## src/io_expander_pkg.sv

```systemverilog
// constants, register map and bus states of the 16-bit port expander logic
// assumes a single 10 MHz core clock and a synchronous active-low reset
// Notes on behaviour
// - pull-up on only for set bit and input pin
// - flag bit marks each enabled pin that interrupted
// - flag register read-only, writes ignored
// - capture loads on interrupt, holds until cleared
// - port read returns sampled pin levels
// - port write updates the output latch
// - latch read returns latch contents, not pins
// - latch drives pins configured as outputs
// - per-pin enable and selectable compare source
// - independent interrupt per port, cleared by read
// - mirror clear routes each port to own output
// - mirror set ORs both; each read clears own
// - pin-change mode compares enabled pins to previous
// - default mode compares enabled pins to default
// - output style push-pull low, high or open-drain
// - only enabled input pins raise interrupts
// - writes never clear a pending interrupt
// - clear only once read data is delivered
// - first event captures; later ones wait for clear
// - pending change re-raises and recaptures after clear
// - after clear, captured level becomes new reference
// - default mismatch re-raises interrupt one cycle after clear
// - open-drain overrides polarity setting
// - control bit zero means compare to previous
package io_expander_pkg;

  // sizes
  localparam int PORT_COUNT = 2;
  localparam int PORT_WIDTH = 8;
  localparam int ADDR_WIDTH = 8;
  localparam int DATA_WIDTH = 32;

  // register indices within one port; byte address is four times the index
  localparam logic [3:0] IDX_DIRECTION = 4'h0;
  localparam logic [3:0] IDX_CHG_EN    = 4'h2;
  localparam logic [3:0] IDX_DEFAULT   = 4'h3;
  localparam logic [3:0] IDX_SRC_SEL   = 4'h4;
  localparam logic [3:0] IDX_CONFIG    = 4'h5;
  localparam logic [3:0] IDX_PULLUP    = 4'h6;
  localparam logic [3:0] IDX_FLAGS     = 4'h7;
  localparam logic [3:0] IDX_CAPTURE   = 4'h8;
  localparam logic [3:0] IDX_PORT      = 4'h9;
  localparam logic [3:0] IDX_LATCH     = 4'hA;

  // index bit that selects port b (port b block starts at index 0x10)
  localparam int PORT_SEL_BIT = 4;

  // device_config fields
  localparam int         CFG_MIRROR_BIT = 6;
  localparam int         CFG_ODR_BIT    = 2;
  localparam int         CFG_POL_BIT    = 1;
  localparam logic [7:0] CFG_WMASK      = 8'hFE;

  // reset values
  localparam logic [7:0] RST_DIRECTION = 8'hFF;
  localparam logic [7:0] RST_ZERO      = 8'h00;
  localparam logic [7:0] RST_CAPTURE   = 8'h00;

  // register bus handshake states
  typedef enum logic [0:0] {
    BUS_IDLE = 1'b0,
    BUS_ACK  = 1'b1
  } bus_state_t;

endpackage

```

## src/io_expander_port_irq_logic.sv

```systemverilog
// per-port registers and interrupt-on-change logic of a 16-bit i/o expander
// assumes avalon-mm master on CORE_CLK, pins asynchronous to it, pads resolved outside
`timescale 1ns/1ps
module io_expander_port_irq_logic
  import io_expander_pkg::*;
(
  // clock and reset
  input  wire logic                  CORE_CLK,
  input  wire logic                  RST_N,
  // avalon-mm register slave
  input  wire logic [ADDR_WIDTH-1:0] AVS_ADDRESS,
  input  wire logic                  AVS_READ,
  input  wire logic                  AVS_WRITE,
  input  wire logic [DATA_WIDTH-1:0] AVS_WRITEDATA,
  output logic      [DATA_WIDTH-1:0] AVS_READDATA,
  output logic                       AVS_WAITREQUEST,
  // port a pins
  input  wire logic [PORT_WIDTH-1:0] PA_IN,
  output logic      [PORT_WIDTH-1:0] PA_OUT,
  output logic      [PORT_WIDTH-1:0] PA_OE,
  output logic      [PORT_WIDTH-1:0] PA_PULLUP,
  // port b pins
  input  wire logic [PORT_WIDTH-1:0] PB_IN,
  output logic      [PORT_WIDTH-1:0] PB_OUT,
  output logic      [PORT_WIDTH-1:0] PB_OE,
  output logic      [PORT_WIDTH-1:0] PB_PULLUP,
  // interrupt outputs, open-drain capable
  output logic                       IRQ_OUT_A,
  output logic                       IRQ_OUT_A_OE,
  output logic                       IRQ_OUT_B,
  output logic                       IRQ_OUT_B_OE
);

  // decode of the in-port register index, shared by read and write paths
  function automatic logic reg_mapped(input logic [5:0] idx);
    logic [3:0] r;
    logic       in_bank;
    logic       in_range;
    r          = idx[3:0];
    in_bank    = (idx[5] == 1'b0);                     // only two banks of sixteen words
    in_range   = (r <= IDX_LATCH) && (r != 4'h1);      // word one of each bank is a hole
    reg_mapped = in_bank && in_range;
  endfunction

  // bus handshake
  bus_state_t bus_state;
  bus_state_t next_bus_state;
  logic       bus_req;
  logic       accept;
  logic [5:0] word_idx;
  logic [3:0] reg_idx;
  logic       hit;
  logic       port_b;

  assign bus_req  = AVS_READ | AVS_WRITE;
  assign accept   = bus_req & (bus_state == BUS_ACK);
  assign word_idx = AVS_ADDRESS[7:2];
  assign reg_idx  = word_idx[3:0];
  assign hit      = reg_mapped(word_idx);
  assign port_b   = word_idx[PORT_SEL_BIT];

  // one-hot register select, decoded once and shared by both ports
  logic sel_direction;
  logic sel_chg_en;
  logic sel_default;
  logic sel_src_sel;
  logic sel_config;
  logic sel_pullup;
  logic sel_flags;
  logic sel_capture;
  logic sel_port;
  logic sel_latch;
  logic rd_accept;
  logic wr_accept;

  assign sel_direction = (reg_idx == IDX_DIRECTION);
  assign sel_chg_en    = (reg_idx == IDX_CHG_EN);
  assign sel_default   = (reg_idx == IDX_DEFAULT);
  assign sel_src_sel   = (reg_idx == IDX_SRC_SEL);
  assign sel_config    = (reg_idx == IDX_CONFIG);
  assign sel_pullup    = (reg_idx == IDX_PULLUP);
  assign sel_flags     = (reg_idx == IDX_FLAGS);
  assign sel_capture   = (reg_idx == IDX_CAPTURE);
  assign sel_port      = (reg_idx == IDX_PORT);
  assign sel_latch     = (reg_idx == IDX_LATCH);

  // accepted read and write, one cycle each; side effects belong to the
  // accepting edge only, never to the wait cycle
  assign rd_accept     = accept & AVS_READ;
  assign wr_accept     = accept & AVS_WRITE;

  // access timing: a request seen at edge 0 loads read data and drops
  // waitrequest; edge 1 is the accepting edge where writes land and reads
  // clear, and raises waitrequest again, so back-to-back requests are fine
  // one wait cycle per access, so read data is settled before it is taken
  always_comb begin
    case (bus_state)
      BUS_IDLE: next_bus_state = bus_req ? BUS_ACK : BUS_IDLE;
      BUS_ACK:  next_bus_state = BUS_IDLE;
      default:  next_bus_state = BUS_IDLE;
    endcase
  end

  always_ff @(posedge CORE_CLK) begin
    if (!RST_N) begin
      bus_state <= BUS_IDLE;
    end else begin
      bus_state <= next_bus_state;
    end
  end

  // shared configuration, one copy serves both ports
  logic [7:0] device_config;
  logic       wr_config;
  logic       mirror;
  logic       irq_open_drain;
  logic       irq_polarity;

  assign wr_config      = wr_accept & hit & sel_config;
  assign mirror         = device_config[CFG_MIRROR_BIT];
  assign irq_open_drain = device_config[CFG_ODR_BIT];
  assign irq_polarity   = device_config[CFG_POL_BIT];

  // shared configuration; bit 0 is not stored and reads as zero
  always_ff @(posedge CORE_CLK) begin
    if (!RST_N) begin
      device_config <= RST_ZERO;
    end else if (wr_config) begin
      device_config <= AVS_WRITEDATA[7:0] & CFG_WMASK;
    end
  end

  // per-port state, index 0 is port a and 1 is port b
  logic [PORT_WIDTH-1:0] pin_in        [PORT_COUNT];
  logic [PORT_WIDTH-1:0] pin_direction [PORT_COUNT];
  logic [PORT_WIDTH-1:0] chg_irq_en    [PORT_COUNT];
  logic [PORT_WIDTH-1:0] cmp_default   [PORT_COUNT];
  logic [PORT_WIDTH-1:0] cmp_src_sel   [PORT_COUNT];
  logic [PORT_WIDTH-1:0] pullup_bits   [PORT_COUNT];
  logic [PORT_WIDTH-1:0] flags         [PORT_COUNT];
  logic [PORT_WIDTH-1:0] captured_bits [PORT_COUNT];
  logic [PORT_WIDTH-1:0] latch_bits    [PORT_COUNT];
  logic [PORT_WIDTH-1:0] pin_level     [PORT_COUNT];
  logic [PORT_WIDTH-1:0] reference     [PORT_COUNT];
  logic [PORT_WIDTH-1:0] pin_out       [PORT_COUNT];
  logic [PORT_WIDTH-1:0] pin_oe        [PORT_COUNT];
  logic [PORT_WIDTH-1:0] pin_pullup    [PORT_COUNT];
  logic [PORT_WIDTH-1:0] read_value    [PORT_COUNT];
  logic                  port_irq      [PORT_COUNT];

  assign pin_in[0] = PA_IN;
  assign pin_in[1] = PB_IN;

  // two identical port slices, a then b
  genvar p;
  generate
    for (p = 0; p < PORT_COUNT; p++) begin : g_port
      logic [PORT_WIDTH-1:0] sync1;
      logic [PORT_WIDTH-1:0] sync2;
      logic [PORT_WIDTH-1:0] sync3;
      logic                  sel;
      logic                  wr_hit;
      logic                  read_clear;
      logic [PORT_WIDTH-1:0] armed;
      logic [PORT_WIDTH-1:0] vs_previous;
      logic [PORT_WIDTH-1:0] vs_default;
      logic [PORT_WIDTH-1:0] mismatch;
      logic                  event_now;
      logic                  raise;
      logic [PORT_WIDTH-1:0] wdata;
      logic                  wr_direction;
      logic                  wr_chg_en;
      logic                  wr_default;
      logic                  wr_src_sel;
      logic                  wr_pullup;
      logic                  wr_latch;
      logic                  set_pending;
      logic [PORT_WIDTH-1:0] agree;
      logic [PORT_WIDTH-1:0] next_level;

      assign sel    = hit & (port_b == 1'(p));
      assign wr_hit = wr_accept & sel;
      assign wdata  = AVS_WRITEDATA[PORT_WIDTH-1:0];

      // per-register write strobes of this port
      assign wr_direction = wr_hit & sel_direction;
      assign wr_chg_en    = wr_hit & sel_chg_en;
      assign wr_default   = wr_hit & sel_default;
      assign wr_src_sel   = wr_hit & sel_src_sel;
      assign wr_pullup    = wr_hit & sel_pullup;
      // port and latch writes share the one latch; flags and capture have none
      assign wr_latch     = wr_hit & (sel_port | sel_latch);

      // reading port or capture clears only this port, at the accepting edge
      assign read_clear = rd_accept & sel & (sel_port | sel_capture);

      // only input pins with change enable take part
      assign armed       = chg_irq_en[p] & pin_direction[p];
      assign vs_previous = pin_level[p] ^ reference[p];
      assign vs_default  = pin_level[p] ^ cmp_default[p];
      // control bit zero picks previous value, one picks default
      assign mismatch    = armed & ((cmp_src_sel[p] & vs_default) | (~cmp_src_sel[p] & vs_previous));
      assign event_now   = |mismatch;
      // while pending, further events neither raise nor recapture
      assign raise       = event_now & ~port_irq[p];
      // a read on the raising edge wins; a standing default mismatch comes back next cycle
      assign set_pending = raise & ~read_clear;

      // a bit moves only when stages two and three agree, so a level that is
      // still settling in the first stage never reaches the compare logic
      assign agree      = ~(sync2 ^ sync3);
      assign next_level = (sync2 & agree) | (pin_level[p] & ~agree);

      // three-stage pin sampler; level moves once stages two and three agree
      always_ff @(posedge CORE_CLK) begin
        if (!RST_N) begin
          sync1        <= RST_ZERO;
          sync2        <= RST_ZERO;
          sync3        <= RST_ZERO;
          pin_level[p] <= RST_ZERO;
        end else begin
          sync1        <= pin_in[p];
          sync2        <= sync1;
          sync3        <= sync2;
          pin_level[p] <= next_level;
        end
      end

      // plain read/write configuration registers
      always_ff @(posedge CORE_CLK) begin
        if (!RST_N) begin
          pin_direction[p] <= RST_DIRECTION;
          chg_irq_en[p]    <= RST_ZERO;
          cmp_default[p]   <= RST_ZERO;
          cmp_src_sel[p]   <= RST_ZERO;
          pullup_bits[p]   <= RST_ZERO;
        end else begin
          if (wr_direction) pin_direction[p] <= wdata;
          if (wr_chg_en)    chg_irq_en[p]    <= wdata;
          if (wr_default)   cmp_default[p]   <= wdata;
          if (wr_src_sel)   cmp_src_sel[p]   <= wdata;
          if (wr_pullup)    pullup_bits[p]   <= wdata;
        end
      end

      // port and latch writes both land in the latch
      always_ff @(posedge CORE_CLK) begin
        if (!RST_N) begin
          latch_bits[p] <= RST_ZERO;
        end else if (wr_latch) begin
          latch_bits[p] <= wdata;
        end
      end

      // interrupt state; flag and capture registers have no write path
      // a clear and a new condition in one cycle: cleared now, raised again next cycle
      always_ff @(posedge CORE_CLK) begin
        if (!RST_N) begin
          port_irq[p]      <= 1'b0;
          flags[p]         <= RST_ZERO;
          captured_bits[p] <= RST_CAPTURE;
        end else if (read_clear) begin
          port_irq[p] <= 1'b0;
          flags[p]    <= RST_ZERO;
        end else if (set_pending) begin
          port_irq[p]      <= 1'b1;
          flags[p]         <= mismatch;
          captured_bits[p] <= pin_level[p];
        end
      end

      // reference follows the pins while idle, freezes while pending, and
      // restarts from the captured level so a change held across the clear re-raises
      always_ff @(posedge CORE_CLK) begin
        if (!RST_N) begin
          reference[p] <= RST_ZERO;
        end else if (read_clear) begin
          reference[p] <= captured_bits[p];
        end else if (!port_irq[p] && !raise) begin
          reference[p] <= pin_level[p];
        end
      end

      // pin drive, all registered
      // pads follow latch and direction one edge later
      always_ff @(posedge CORE_CLK) begin
        if (!RST_N) begin
          pin_out[p]    <= RST_ZERO;
          pin_oe[p]     <= RST_ZERO;
          pin_pullup[p] <= RST_ZERO;
        end else begin
          pin_out[p]    <= latch_bits[p];
          pin_oe[p]     <= ~pin_direction[p];
          pin_pullup[p] <= pullup_bits[p] & pin_direction[p];
        end
      end

      // read value of this port; latch reads the latch, port reads pins
      assign read_value[p] =
        (reg_idx == IDX_DIRECTION) ? pin_direction[p] :
        (reg_idx == IDX_CHG_EN)    ? chg_irq_en[p]    :
        (reg_idx == IDX_DEFAULT)   ? cmp_default[p]   :
        (reg_idx == IDX_SRC_SEL)   ? cmp_src_sel[p]   :
        (reg_idx == IDX_CONFIG)    ? device_config    :
        (reg_idx == IDX_PULLUP)    ? pullup_bits[p]   :
        (reg_idx == IDX_FLAGS)     ? flags[p]         :
        (reg_idx == IDX_CAPTURE)   ? captured_bits[p] :
        (reg_idx == IDX_PORT)      ? pin_level[p]     :
        (reg_idx == IDX_LATCH)     ? latch_bits[p]    : RST_ZERO;
    end
  endgenerate

  // read data is loaded in the wait cycle; unmapped words read as zero
  logic [DATA_WIDTH-1:0] next_readdata;
  logic                  rd_load;
  logic                  next_waitrequest;
  assign next_readdata    = hit ? {{(DATA_WIDTH-PORT_WIDTH){1'b0}}, read_value[port_b]} : '0;
  // loading one cycle early keeps the data path out of the accepting edge;
  // the cost is that a capture landing in the wait cycle is cleared unseen
  assign rd_load          = AVS_READ & (bus_state == BUS_IDLE);
  // low for exactly the one cycle that follows a new request
  assign next_waitrequest = ~(bus_req & (bus_state == BUS_IDLE));

  always_ff @(posedge CORE_CLK) begin
    if (!RST_N) begin
      AVS_READDATA    <= '0;
      AVS_WAITREQUEST <= 1'b1;
    end else begin
      if (rd_load) AVS_READDATA <= next_readdata;
      AVS_WAITREQUEST <= next_waitrequest;
    end
  end

  // output routing: separate or ORed
  // with mirroring on, both pads stay active until every pending port is read
  logic irq_any;
  logic irq_a_active;
  logic irq_b_active;
  assign irq_any      = port_irq[0] | port_irq[1];
  assign irq_a_active = mirror ? irq_any : port_irq[0];
  assign irq_b_active = mirror ? irq_any : port_irq[1];

  // pad value and enable of one interrupt output; open-drain only ever pulls
  // low and ignores polarity, push-pull always drives
  function automatic logic [1:0] irq_pad(input logic active, input logic open_drain, input logic active_high);
    logic [1:0] pad;
    if (open_drain) begin
      pad = {1'b0, active};
    end else begin
      pad = {(active_high ? active : ~active), 1'b1};
    end
    irq_pad = pad;
  endfunction

  logic [1:0] next_irq_a;
  logic [1:0] next_irq_b;
  assign next_irq_a = irq_pad(irq_a_active, irq_open_drain, irq_polarity);
  assign next_irq_b = irq_pad(irq_b_active, irq_open_drain, irq_polarity);

  // interrupt pad flops, released and low in reset
  always_ff @(posedge CORE_CLK) begin
    if (!RST_N) begin
      IRQ_OUT_A    <= 1'b0;
      IRQ_OUT_A_OE <= 1'b0;
      IRQ_OUT_B    <= 1'b0;
      IRQ_OUT_B_OE <= 1'b0;
    end else begin
      IRQ_OUT_A    <= next_irq_a[1];
      IRQ_OUT_A_OE <= next_irq_a[0];
      IRQ_OUT_B    <= next_irq_b[1];
      IRQ_OUT_B_OE <= next_irq_b[0];
    end
  end

  // pin outputs come straight from the drive flops
  assign PA_OUT    = pin_out[0];
  assign PA_OE     = pin_oe[0];
  assign PA_PULLUP = pin_pullup[0];
  assign PB_OUT    = pin_out[1];
  assign PB_OE     = pin_oe[1];
  assign PB_PULLUP = pin_pullup[1];

endmodule

```

## config.mk

```make
export PLATFORM = sky130hd
export DESIGN_NAME = io_expander_port_irq_logic
export DESIGN_NICKNAME = d
export VERILOG_FILES = /design/src/io_expander_pkg.sv /design/src/io_expander_port_irq_logic.sv
export SDC_FILE = /design/constraint.sdc
export NUM_CORES = 1
export LEC_CHECK = 0
export ABC_AREA = 1
export ABC_CLOCK_PERIOD_IN_PS = 2100
export BUFFER_PORTS_ARGS = -buffer_cell sky130_fd_sc_hd__buf_2
export CAP_MARGIN = 20
export CORE_UTILIZATION = 52
export CTS_CLUSTER_SIZE = 25
export DETAILED_ROUTE_END_ITERATION = 16
export PLACE_DENSITY = 0.8
export SYNTH_ARGS = -nofsm -noshare
export SYNTH_HDL_FRONTEND = slang
export SYNTH_SLANG_ARGS = --single-unit
```

## constraint.sdc

```tcl
create_clock -name CORE_CLK -period 2.1 [get_ports CORE_CLK]
set_input_delay 0.315 -clock CORE_CLK [delete_from_list [all_inputs] [get_ports CORE_CLK]]
set_output_delay 0.315 -clock CORE_CLK [all_outputs]
set_load 0.1 [all_outputs]
```

==> results_dict.tcl, run 1 <==
set metrics [dict create \
    globalplace.congestion 0.902 \
    syn_to_final_growth_pct 20.1 \
    fin_skew_ns 0.00971 \
    synth.most_common_cell "nand2_1" \
    drive_above_1_share_pct 17.4 \
    leakage_nw 6.42 \
    cts_tree "built" \
    ir_drop_v 0.000626 \
    placed_cells 1741 \
    grt_antenna_before_repair 2 \
    slew_viol_final 0 \
    hpwl_um 22500 \
    clockBufferDepth 3 \
    drtPass1Iterations 5 \
    die_w_um 151 \
    crit_path_end_kind "flip-flop" \
    synthCells 1346 \
    vias 9571 \
    nets 1574 \
    die_y_um 151 \
    cts.clk_slew.worst_paths_ns 0.07 \
    yosysUniqueCellTypes 29 \
    io_buffers 94 \
    design.core.area_um2 21900 \
    postPlaceCellArea_um2 12700 \
    synth_area_per_cell_um2 8.63 \
    grt_max_degree 57 \
    cap_violations 0 \
    required_ns 2.36 \
    cts_sinks 279 \
    start_util_pct 53.1 \
    worst_slew_pin_slew_ns 1.05 \
    ys_top_cells_by_area "edfxtp_1 (35%), dfxtp_1 (24%), nand2_1 (11%), nor2_1 (6.5%), inv_1 (5.6%)" \
    clk_latency_ns 0.54 \
    finalSetupViolCount 0 \
    drtAntennaViolNets 0 \
    grt_usage_pct 27.6 \
    rsz0062_at_grt "true" \
    period_needed_ns 2.04 \
    fmax_mhz 490 \
    power_mw 12.5 \
    num_io_pins 145 \
    grt_pass1_wl_um 47100 \
    crit_arrival_ns 2.30 \
    grt_pass1_vias 8688 \
    final_cells 1818 \
    syn-cell-area_um2 11600 \
    synth-seq-cells 279 \
    cts.htree.levels 1 \
    status "complete, no violations" \
    cts_buffers 28 \
    synth_flop_cell "dfxtp_1" \
    fin_area_um2 13900 \
    timing.final.crit_share_pct 97.1 \
    worstSetupPathType "reg -> reg" \
    dieArea_um2 22900 \
    synthTopCellsByCount "nand2_1 (345), nor2_1 (202), inv_1 (173)" \
    drc_errors 0 \
    wl_um 31100 \
    row_count 54 \
    synthArstFlopShare_pct 0 \
    synth_top_area_cell "edfxtp_1" \
    p_per_area_nw_per_um2 899 \
    synth_top_area_share_pct 35.4 \
    synth-edff-count 137 \
    seq_area_frac_synth_pct 59.9 \
    drt_iter0_drc 917 \
    clock-root-buffer "clkbuf_16" \
    crit_fanout 8 \
    cp-start-kind "flip-flop" \
    avgViaCountPerCell 5.26 \
    holdCritPathClass "in -> reg" \
    hold_viol_final 0 \
    ys_warn_count 0 \
    postLayoutCoreUtil_pct 63.7 \
    post_drt_wl_per_cell_um 17.1 \
    fin_setup_tns_ns 0 \
    grt-ovfl-total 0 \
    maxSlewHeadroom_pct 29.8 \
]
## flip-flops by register name, indices dropped and copies added, names as in the netlist, 2 cells and up, named ones only
signal and count:
pin_oe 16, cmp_default 16, g_port.sync1 16, pin_direction 16, pin_pullup 16, pullup_bits 16, device_config 7, chg_irq_en 16
flags 16, g_port.sync2 16, g_port.sync3 16, latch_bits 16, pin_out 16, captured_bits 16, reference 16, port_irq 2
cmp_src_sel 16, AVS_READDATA 8
## critical path: stages (launching register included)
cell and delay [ns]:
edfxtp_1 0.43, o21ai_1 0.15, nand2_1 0.06, nand4_1 0.17, nand2_1 0.09, nor2_1 0.10
nand4_1 0.25, nor2_2 0.22, nor2_2 0.05, nand2_2 0.10, buf_12 0.13
## power by group
part           internal [mW]  switching [mW]
Clock                   3.18            2.10
Combinational          0.282           0.976
Sequential              5.90          0.0979
## metal layers
layer  wire length (um)  track usage [%]  up-vias
li1                   -                -     4587
met1              13400             41.3     4396
met2              13100             41.4      536
met3               3890             5.09       52
met4                672             6.65        0
met5                  0                0        -
## metrics by stage
stage | hold slack, ns | worst slack (ns)
5_1_grt | 0.0651 | -0.0253
3_5_place_dp | 0.398 | -0.109
3_3_place_gp | 0.394 | -0.0531
2_1_floorplan | 0.390 | -0.0811
4_1_cts | 0.0615 | 0.0104
6_report | 0.0809 | 0.0602
## path summary, 6_finish.rpt
kind	from	end	slack, ns	cells past startpoint
setup / recovery	cmp_src_sel[1][5]$_SDFFCE_PN0P_	reference[1][6]$_SDFFCE_PN0P_	0.06	10
hold reg to reg	g_port[1].sync1[3]$_SDFF_PN0_	g_port[1].sync2[3]$_SDFF_PN0_	0.41	2
hold / removal	AVS_WRITEDATA[4]	device_config[4]$_SDFFE_PN0P_	0.08	3
setup reg to reg	cmp_src_sel[1][5]$_SDFFCE_PN0P_	reference[1][6]$_SDFFCE_PN0P_	0.06	10
## layout make-up
class / instances / area [um^2]
clock inverter: 14 / 151
timing repair buffer: 183 / 1240
multi-input combinational: 841 / 3720
inverter: 181 / 679
sequential: 279 / 6960
clock buffer: 38 / 842
fill: 1825 / 7940
antenna: 2 / 5.00
tap: 280 / 350
## what timing repair did
| action | in CTS | in global routing |
|---|---|---|
| pin swaps | 1 | 5 |
| endpoints found under the hold margin | 16 | 0 |
| setup buffers | 0 | 7 |
| hold buffers | 16 | 0 |
| endpoints found under the setup margin | 8 | 89 |
| resized for setup | 0 | 22 |
## cell usage in the layout, fill, tap and decap left out, drive strengths merged, types with 24 or more instances in the layout
cell type and instances:
nand2 348, nor2 214, inv 181, buf 167, dfxtp 142, edfxtp 137
o21ai 73, a21oi 61, nand3 56, nand4 39, clkbuf 38, conb 24
## logic make-up after synthesis
group | share of synthesized area [%]
simple gates | 24.2
flops | 59.9
buf+inv | 9.10
compound gates | 6.79
other cells | 0.0323
No activity file was read; power rests on OpenSTA's default activity.
==> run 2: changes to the inputs <==
- ABC_CLOCK_PERIOD_IN_PS: 2100 -> 2300
- CORE_UTILIZATION: 52 -> 58
- PLACE_DENSITY: 0.8 -> 0.84
- clock period: 2.1 -> 2.3 ns (I/O delays scaled with it)
==> results_dict.tcl, run 2 (synthesized netlist as in run 1, its figures left out) <==
set metrics [dict create \
    power_frac_seq_pct 49.7 \
    cts.clk_slew.worst_paths_ns 0.06 \
    holdCritPathClass "in -> reg" \
    globalplace.congestion 0.914 \
    grtUsageMet1_pct 43.8 \
    grt_max_degree 78 \
    clk_latency_ns 0.54 \
    drive_above_1_share_pct 15.1 \
    avgViaCountPerCell 5.32 \
    ir_drop_v 0.000506 \
    power_mw 11.0 \
    grt_antenna_before_repair 0 \
    wl_um 30300 \
    p_clk_share_pct 40.0 \
    cts_buffers 27 \
    swShare_pct 25.5 \
    post_drt_wl_per_cell_um 17.0 \
    rr_worst_depth 12 \
    clockBufferDepth 3 \
    placed_cells 1709 \
    fin_skew_ns 0.0194 \
    worst_slew_pin_slew_ns 0.757 \
    drtPass1Iterations 6 \
    cpPeakStageDelay_ns 0.37 \
    drtAntennaViolNets 0 \
    slew_viol_final 0 \
    timing.final.crit_share_pct 92.2 \
    fmax_mhz 471 \
    final_cells 1775 \
    fin_setup_tns_ns 0 \
    crit_arrival_ns 2.37 \
    leakage_nw 6.25 \
    grt_pass1_vias 8562 \
    num_io_pins 145 \
    layout_commonest_cell "nand2_1" \
    globalRouteMet3Util_pct 6.93 \
    power_frac_comb_pct 10.2 \
    num-fill-cells 1567 \
    grt-ovfl-total 0 \
    rrSetupSlack_ns 0.18 \
    drc_errors 0 \
    cts_sinks 279 \
    hpwl_um 21900 \
    grt_busiest_layer "met2" \
    crit_buf_inv 4 \
    cp.depth 12 \
    io_buffers 94 \
    cap_violations 0 \
    hold_ws_ns 0.00452 \
    vias 9441 \
    nets 1549 \
    grt_usage_pct 30.5 \
    maxSlewHeadroom_pct 49.5 \
    cp-start-kind "flip-flop" \
    final.setup.worst_slack_ns 0.178 \
    fin_area_um2 13600 \
    rsz0062_at_grt "false" \
    drt_iter0_drc 1040 \
    multi_input_area_um2 3690 \
    whs_endpoint "g_port[1].sync1[3]$_SDFF_PN0_" \
    dp_slack_ns 0.114 \
    finalSetupViolCount 0 \
    worstSetupPathType "reg -> reg" \
    rr_endpoint "reference[1][4]$_SDFFCE_PN0P_" \
    switchingPower_mw 2.81 \
    start_util_pct 59.5 \
    required_ns 2.55 \
    p_int_mw 8.19 \
    crit_family "simple AND/OR/NAND/NOR gates" \
    dieArea_um2 20600 \
    cts_tree "built" \
    timing.rr.start "reference[1][3]$_SDFFCE_PN0P_" \
    cp_slowest_cell "edfxtp_1" \
    crit_fanout 8 \
    die_y_um 144 \
    die_w_um 144 \
    row_count 51 \
    postPlaceCellArea_um2 12500 \
    layout_common_cells "nand2_1 (345), nor2_1 (202), inv_1 (173)" \
    cts.htree.levels 1 \
    use_met2_pct 45.4 \
    p_per_area_nw_per_um2 810 \
    syn_to_final_growth_pct 16.9 \
    ff_latch_area_um2 6960 \
    status "complete, no violations" \
    grt_pass1_wl_um 46400 \
    hold_viol_final 0 \
    period_needed_ns 2.12 \
    cp_cell_sequence "inv_1, o21ai_0, or2_2, nand3_1, nand2_1, inv_1, nand4_1, buf_4, nor2_2, nor2_1, nand2_1, buf_12" \
    clock-root-buffer "clkbuf_16" \
    antenna_cells 0 \
    crit_path_end_kind "flip-flop" \
    design.core.area_um2 19500 \
    min_from "PB_IN[3]" \
    whs_path_depth 3 \
    postLayoutCoreUtil_pct 69.5 \
]
run 2: cell count changes in the layout (fill, tap and decap cells not counted), moves of 5 or more:
cell     before  now
o21ai_0      48   60
nand2_1     340  345
buf_4        69   48
nand2_2       8    3
o21ai_1      14    4
run 2: layout make-up:
class                   count  area share [%]
well taps                 265            2.44
inverters                 181            5.00
clock inverters            13           0.894
multi-input cells         841            27.2
repair buffers            159            7.63
flip-flops and latches    279            51.2
clock buffers              37            5.65
run 2: metal layers:
| metal | routed length, um | part of all wire [%] |
|---|---|---|
| met1 | 12600 | 42 |
| met2 | 13000 | 43 |
| met3 | 3790 | 13 |
| met4 | 905 | 3.0 |
| met5 | 0 | 0 |
run 2: worst reg2reg max path: stages (launching register included):
cell and delay [ns]:
edfxtp_1 0.37, inv_1 0.10, o21ai_0 0.10, or2_2 0.28, nand3_1 0.13, nand2_1 0.09, inv_1 0.06, nand4_1 0.09
buf_4 0.19, nor2_2 0.11, nor2_1 0.05, nand2_1 0.12, buf_12 0.14
run 2: worst max-delay path by stage:
stage,from,endpoint,slack [ns]
floorplan,AVS_ADDRESS[4],pin_direction[0][0]$_SDFFCE_PN1P_,0.09
global placement,AVS_ADDRESS[2],cmp_src_sel[1][4]$_SDFFCE_PN0P_,0.16
detailed placement,AVS_ADDRESS[2],pin_direction[1][0]$_SDFFCE_PN1P_,0.11
CTS,cmp_src_sel[1][3]$_SDFFCE_PN0P_,captured_bits[1][0]$_SDFFCE_PN0P_,0.11
global route,cmp_src_sel[0][0]$_SDFFCE_PN0P_,flags[0][2]$_SDFFCE_PN0P_,0.02
finish,reference[1][3]$_SDFFCE_PN0P_,reference[1][4]$_SDFFCE_PN0P_,0.18
run 2: power by group through the flow:
stage | combinational [mW] | clock (mW) | sequential (mW)
floorplan | 0.594 | 0 | 5.79
global placement | 1.07 | 0 | 5.56
detailed placement | 1.08 | 0 | 5.57
CTS | 1.11 | 4.44 | 5.47
global route | 1.20 | 4.66 | 5.49
finish | 1.12 | 4.40 | 5.47
run 2: repair_timing:
item,4_1_cts,5_1_grt
endpoints found under the setup margin,0,23
gates resized for setup,0,1
endpoints found under the hold margin,15,0
buffers inserted,0,1
hold buffers,15,0
==> run 3: changes to the inputs <==
- ABC_AREA: 1 -> not set
- CAP_MARGIN: 20 -> 5
- PLACE_DENSITY: 0.84 -> 0.83
==> results_dict.tcl, run 3 <==
set metrics [dict create \
    rsz0062_at_grt "false" \
    layout_commonest_cell "and2_1" \
    required_ns 2.48 \
    grt-ovfl-total 0 \
    post_drt_wl_per_cell_um 22.3 \
    synth_top_area_share_pct 33.7 \
    min_from "PB_IN[7]" \
    synthTopCellsByCount "and2_1 (143), dfxtp_1 (142), edfxtp_1 (137)" \
    synth.most_common_cell "and2_1" \
    drtAntennaViolNets 0 \
    grt_antenna_before_repair 2 \
    cts_buffers 28 \
    ys_warn_count 0 \
    die_y_um 147 \
    clk_latency_ns 0.55 \
    wl_um 33400 \
    cap_violations 0 \
    finalSetupViolCount 0 \
    synth-edff-count 137 \
    nets 1268 \
    grt_usage_pct 31.4 \
    cts_tree "built" \
    hpwl_um 23400 \
    die_w_um 147 \
    synthArstFlopShare_pct 0 \
    avgViaCountPerCell 6.16 \
    yosysUniqueCellTypes 73 \
    cp-start-kind "flip-flop" \
    ff_latch_area_um2 6960 \
    rr_endpoint "flags[0][5]$_SDFFCE_PN0P_" \
    final_cells 1500 \
    power_frac_comb_pct 11.3 \
    power_mw 11.6 \
    globalplace.congestion 0.954 \
    antenna_cells 0 \
    crit_arrival_ns 2.34 \
    grt_max_degree 83 \
    row_count 52 \
    timing.rr.start "cmp_default[0][6]$_SDFFCE_PN0P_" \
    worstSetupPathType "reg -> reg" \
    p_int_mw 8.61 \
    drc_errors 0 \
    post-cts-setup-buffer-count 0 \
    num_io_pins 145 \
    cts-resized-gates 0 \
    hold_ws_ns 0.0113 \
    synth_area_per_cell_um2 11.4 \
    multi_input_area_um2 4810 \
    dieArea_um2 21600 \
    synth_flop_cell "dfxtp_1" \
    syn-cell-area_um2 12200 \
    clock-root-buffer "clkbuf_16" \
    ir_drop_v 0.000800 \
    postLayoutCoreUtil_pct 70.4 \
    worst_slew_pin_slew_ns 0.554 \
    leakage_nw 5.60 \
    holdCritPathClass "in -> reg" \
    period_needed_ns 2.16 \
    crit_path_end_kind "flip-flop" \
    drt_iter0_drc 1072 \
    design.core.area_um2 20400 \
    synth-seq-cells 279 \
    drtPass1Iterations 9 \
    layout_common_cells "and2_1 (143), dfxtp_1 (142), edfxtp_1 (137)" \
    rrSetupSlack_ns 0.14 \
    synthCells 1068 \
    cts_sinks 279 \
    ys_top_cells_by_area "edfxtp_1 (34%), dfxtp_1 (23%), and2_1 (7.3%), mux2i_1 (3.2%), o21ai_0 (1.9%)" \
    num-fill-cells 1453 \
    fin_skew_ns 0.0147 \
    slew_viol_final 0 \
    fin_setup_tns_ns 0 \
    switchingPower_mw 3.00 \
    maxSlewHeadroom_pct 62.8 \
    start_util_pct 59.7 \
    seq_area_frac_synth_pct 57.1 \
    status "complete, no violations" \
    drive_above_1_share_pct 22.0 \
    swShare_pct 25.8 \
    p_per_area_nw_per_um2 808 \
    placed_cells 1436 \
    cts.clk_slew.worst_paths_ns 0.06 \
    cts.htree.levels 1 \
    rr_worst_depth 6 \
    hold_viol_final 0 \
    p_clk_share_pct 41.1 \
    grt_pass1_wl_um 51300 \
    clockBufferDepth 3 \
    crit_fanout 9 \
    timing.final.crit_share_pct 93.9 \
    synth_top_area_cell "edfxtp_1" \
    whs_endpoint "g_port[1].sync1[7]$_SDFF_PN0_" \
    io_buffers 94 \
    syn_to_final_growth_pct 17.9 \
    holdBufCountCts 12 \
    fmax_mhz 463 \
    whs_path_depth 2 \
    grt_pass1_vias 9012 \
    power_frac_seq_pct 47.7 \
    vias 9236 \
]
-- run 3: cell types whose count changed after synthesis, moves of 24 or more --
cell,before,now
clkbuf_1,26,50
nand4_1,39,3
nand3_1,54,16
a21oi_1,61,24
and2_1,0,143
nor3_1,3,27
mux2i_1,0,39
nor2b_1,0,37
and3_1,0,24
nor2_1,202,24
nand2_1,345,55
inv_1,173,8
-- run 3: worst max-delay path by stage --
| stage | from | to | slack (ns) | cells past startpoint |
|---|---|---|---|---|
| after detailed placement | AVS_ADDRESS[3] | latch_bits[1][4]$_DFF_P_ | 0.02 | 6 |
| after global routing | cmp_default[0][6]$_SDFFCE_PN0P_ | flags[0][5]$_SDFFCE_PN0P_ | 0.05 | 6 |
| after floorplan | AVS_ADDRESS[2] | chg_irq_en[0][0]$_SDFFCE_PN0P_ | -0.04 | 5 |
| after CTS | cmp_default[0][6]$_SDFFCE_PN0P_ | flags[0][5]$_SDFFCE_PN0P_ | 0.16 | 6 |
| final | cmp_default[0][6]$_SDFFCE_PN0P_ | flags[0][5]$_SDFFCE_PN0P_ | 0.14 | 6 |
| after global placement | AVS_ADDRESS[3] | latch_bits[1][3]$_DFF_P_ | 0.04 | 6 |
-- run 3: power groups by stage --
stage	clock network, mW	logic [mW]	registers (mW)
6_report	4.77	1.31	5.54
5_1_grt	5.02	1.36	5.55
4_1_cts	4.81	1.28	5.53
3_5_place_dp	0	1.26	5.64
3_3_place_gp	0	1.23	5.63
2_1_floorplan	0	0.736	5.78
-- run 3: per-stage QoR --
| step | worst slack (ns) | area [um^2] |
|---|---|---|
| after floorplan | -0.0377 | 12300 |
| after global placement | 0.0405 | 13300 |
| after detailed placement | 0.0183 | 13300 |
| after CTS | 0.157 | 14400 |
| after global routing | 0.0549 | 14400 |
| final | 0.141 | 14400 |
-- run 3: worst max-delay path, stage by stage, from the launching register on --
cell,delay (ns)
edfxtp_1,0.45
mux2i_1,0.17
mux2_2,0.37
nand4_1,0.12
nor4_2,0.07
buf_4,0.17
o21bai_2,0.44
-- run 3: cell families after synthesis --
| kind of cell | Yosys count | synth area share (%) |
|---|---|---|
| mux | 62 | 5.70 |
| compound gates | 195 | 11.6 |
| other cells | 1 | 0.0308 |
| flops | 279 | 57.1 |
| xor+xnor | 14 | 1.01 |
| buf+inv | 105 | 4.30 |
| simple gates | 412 | 20.3 |
-- run 3: layout make-up --
type / instances / area share [%]
well taps: 270 / 2.35
inverters: 8 / 0.209
repair buffers: 184 / 8.63
clock buffers: 38 / 5.87
multi-input cells: 707 / 33.5
clock inverters: 14 / 1.06
flip-flops and latches: 279 / 48.4
-- run 3: routing by layer --
layer | GRT usage, % | up-vias | part of all wire [%]
met5 | 0 | - | 0
met4 | 12.8 | 0 | 4.0
met3 | 7.61 | 111 | 13
met2 | 47.7 | 608 | 44
met1 | 43.3 | 4389 | 40
li1 | - | 4128 | -
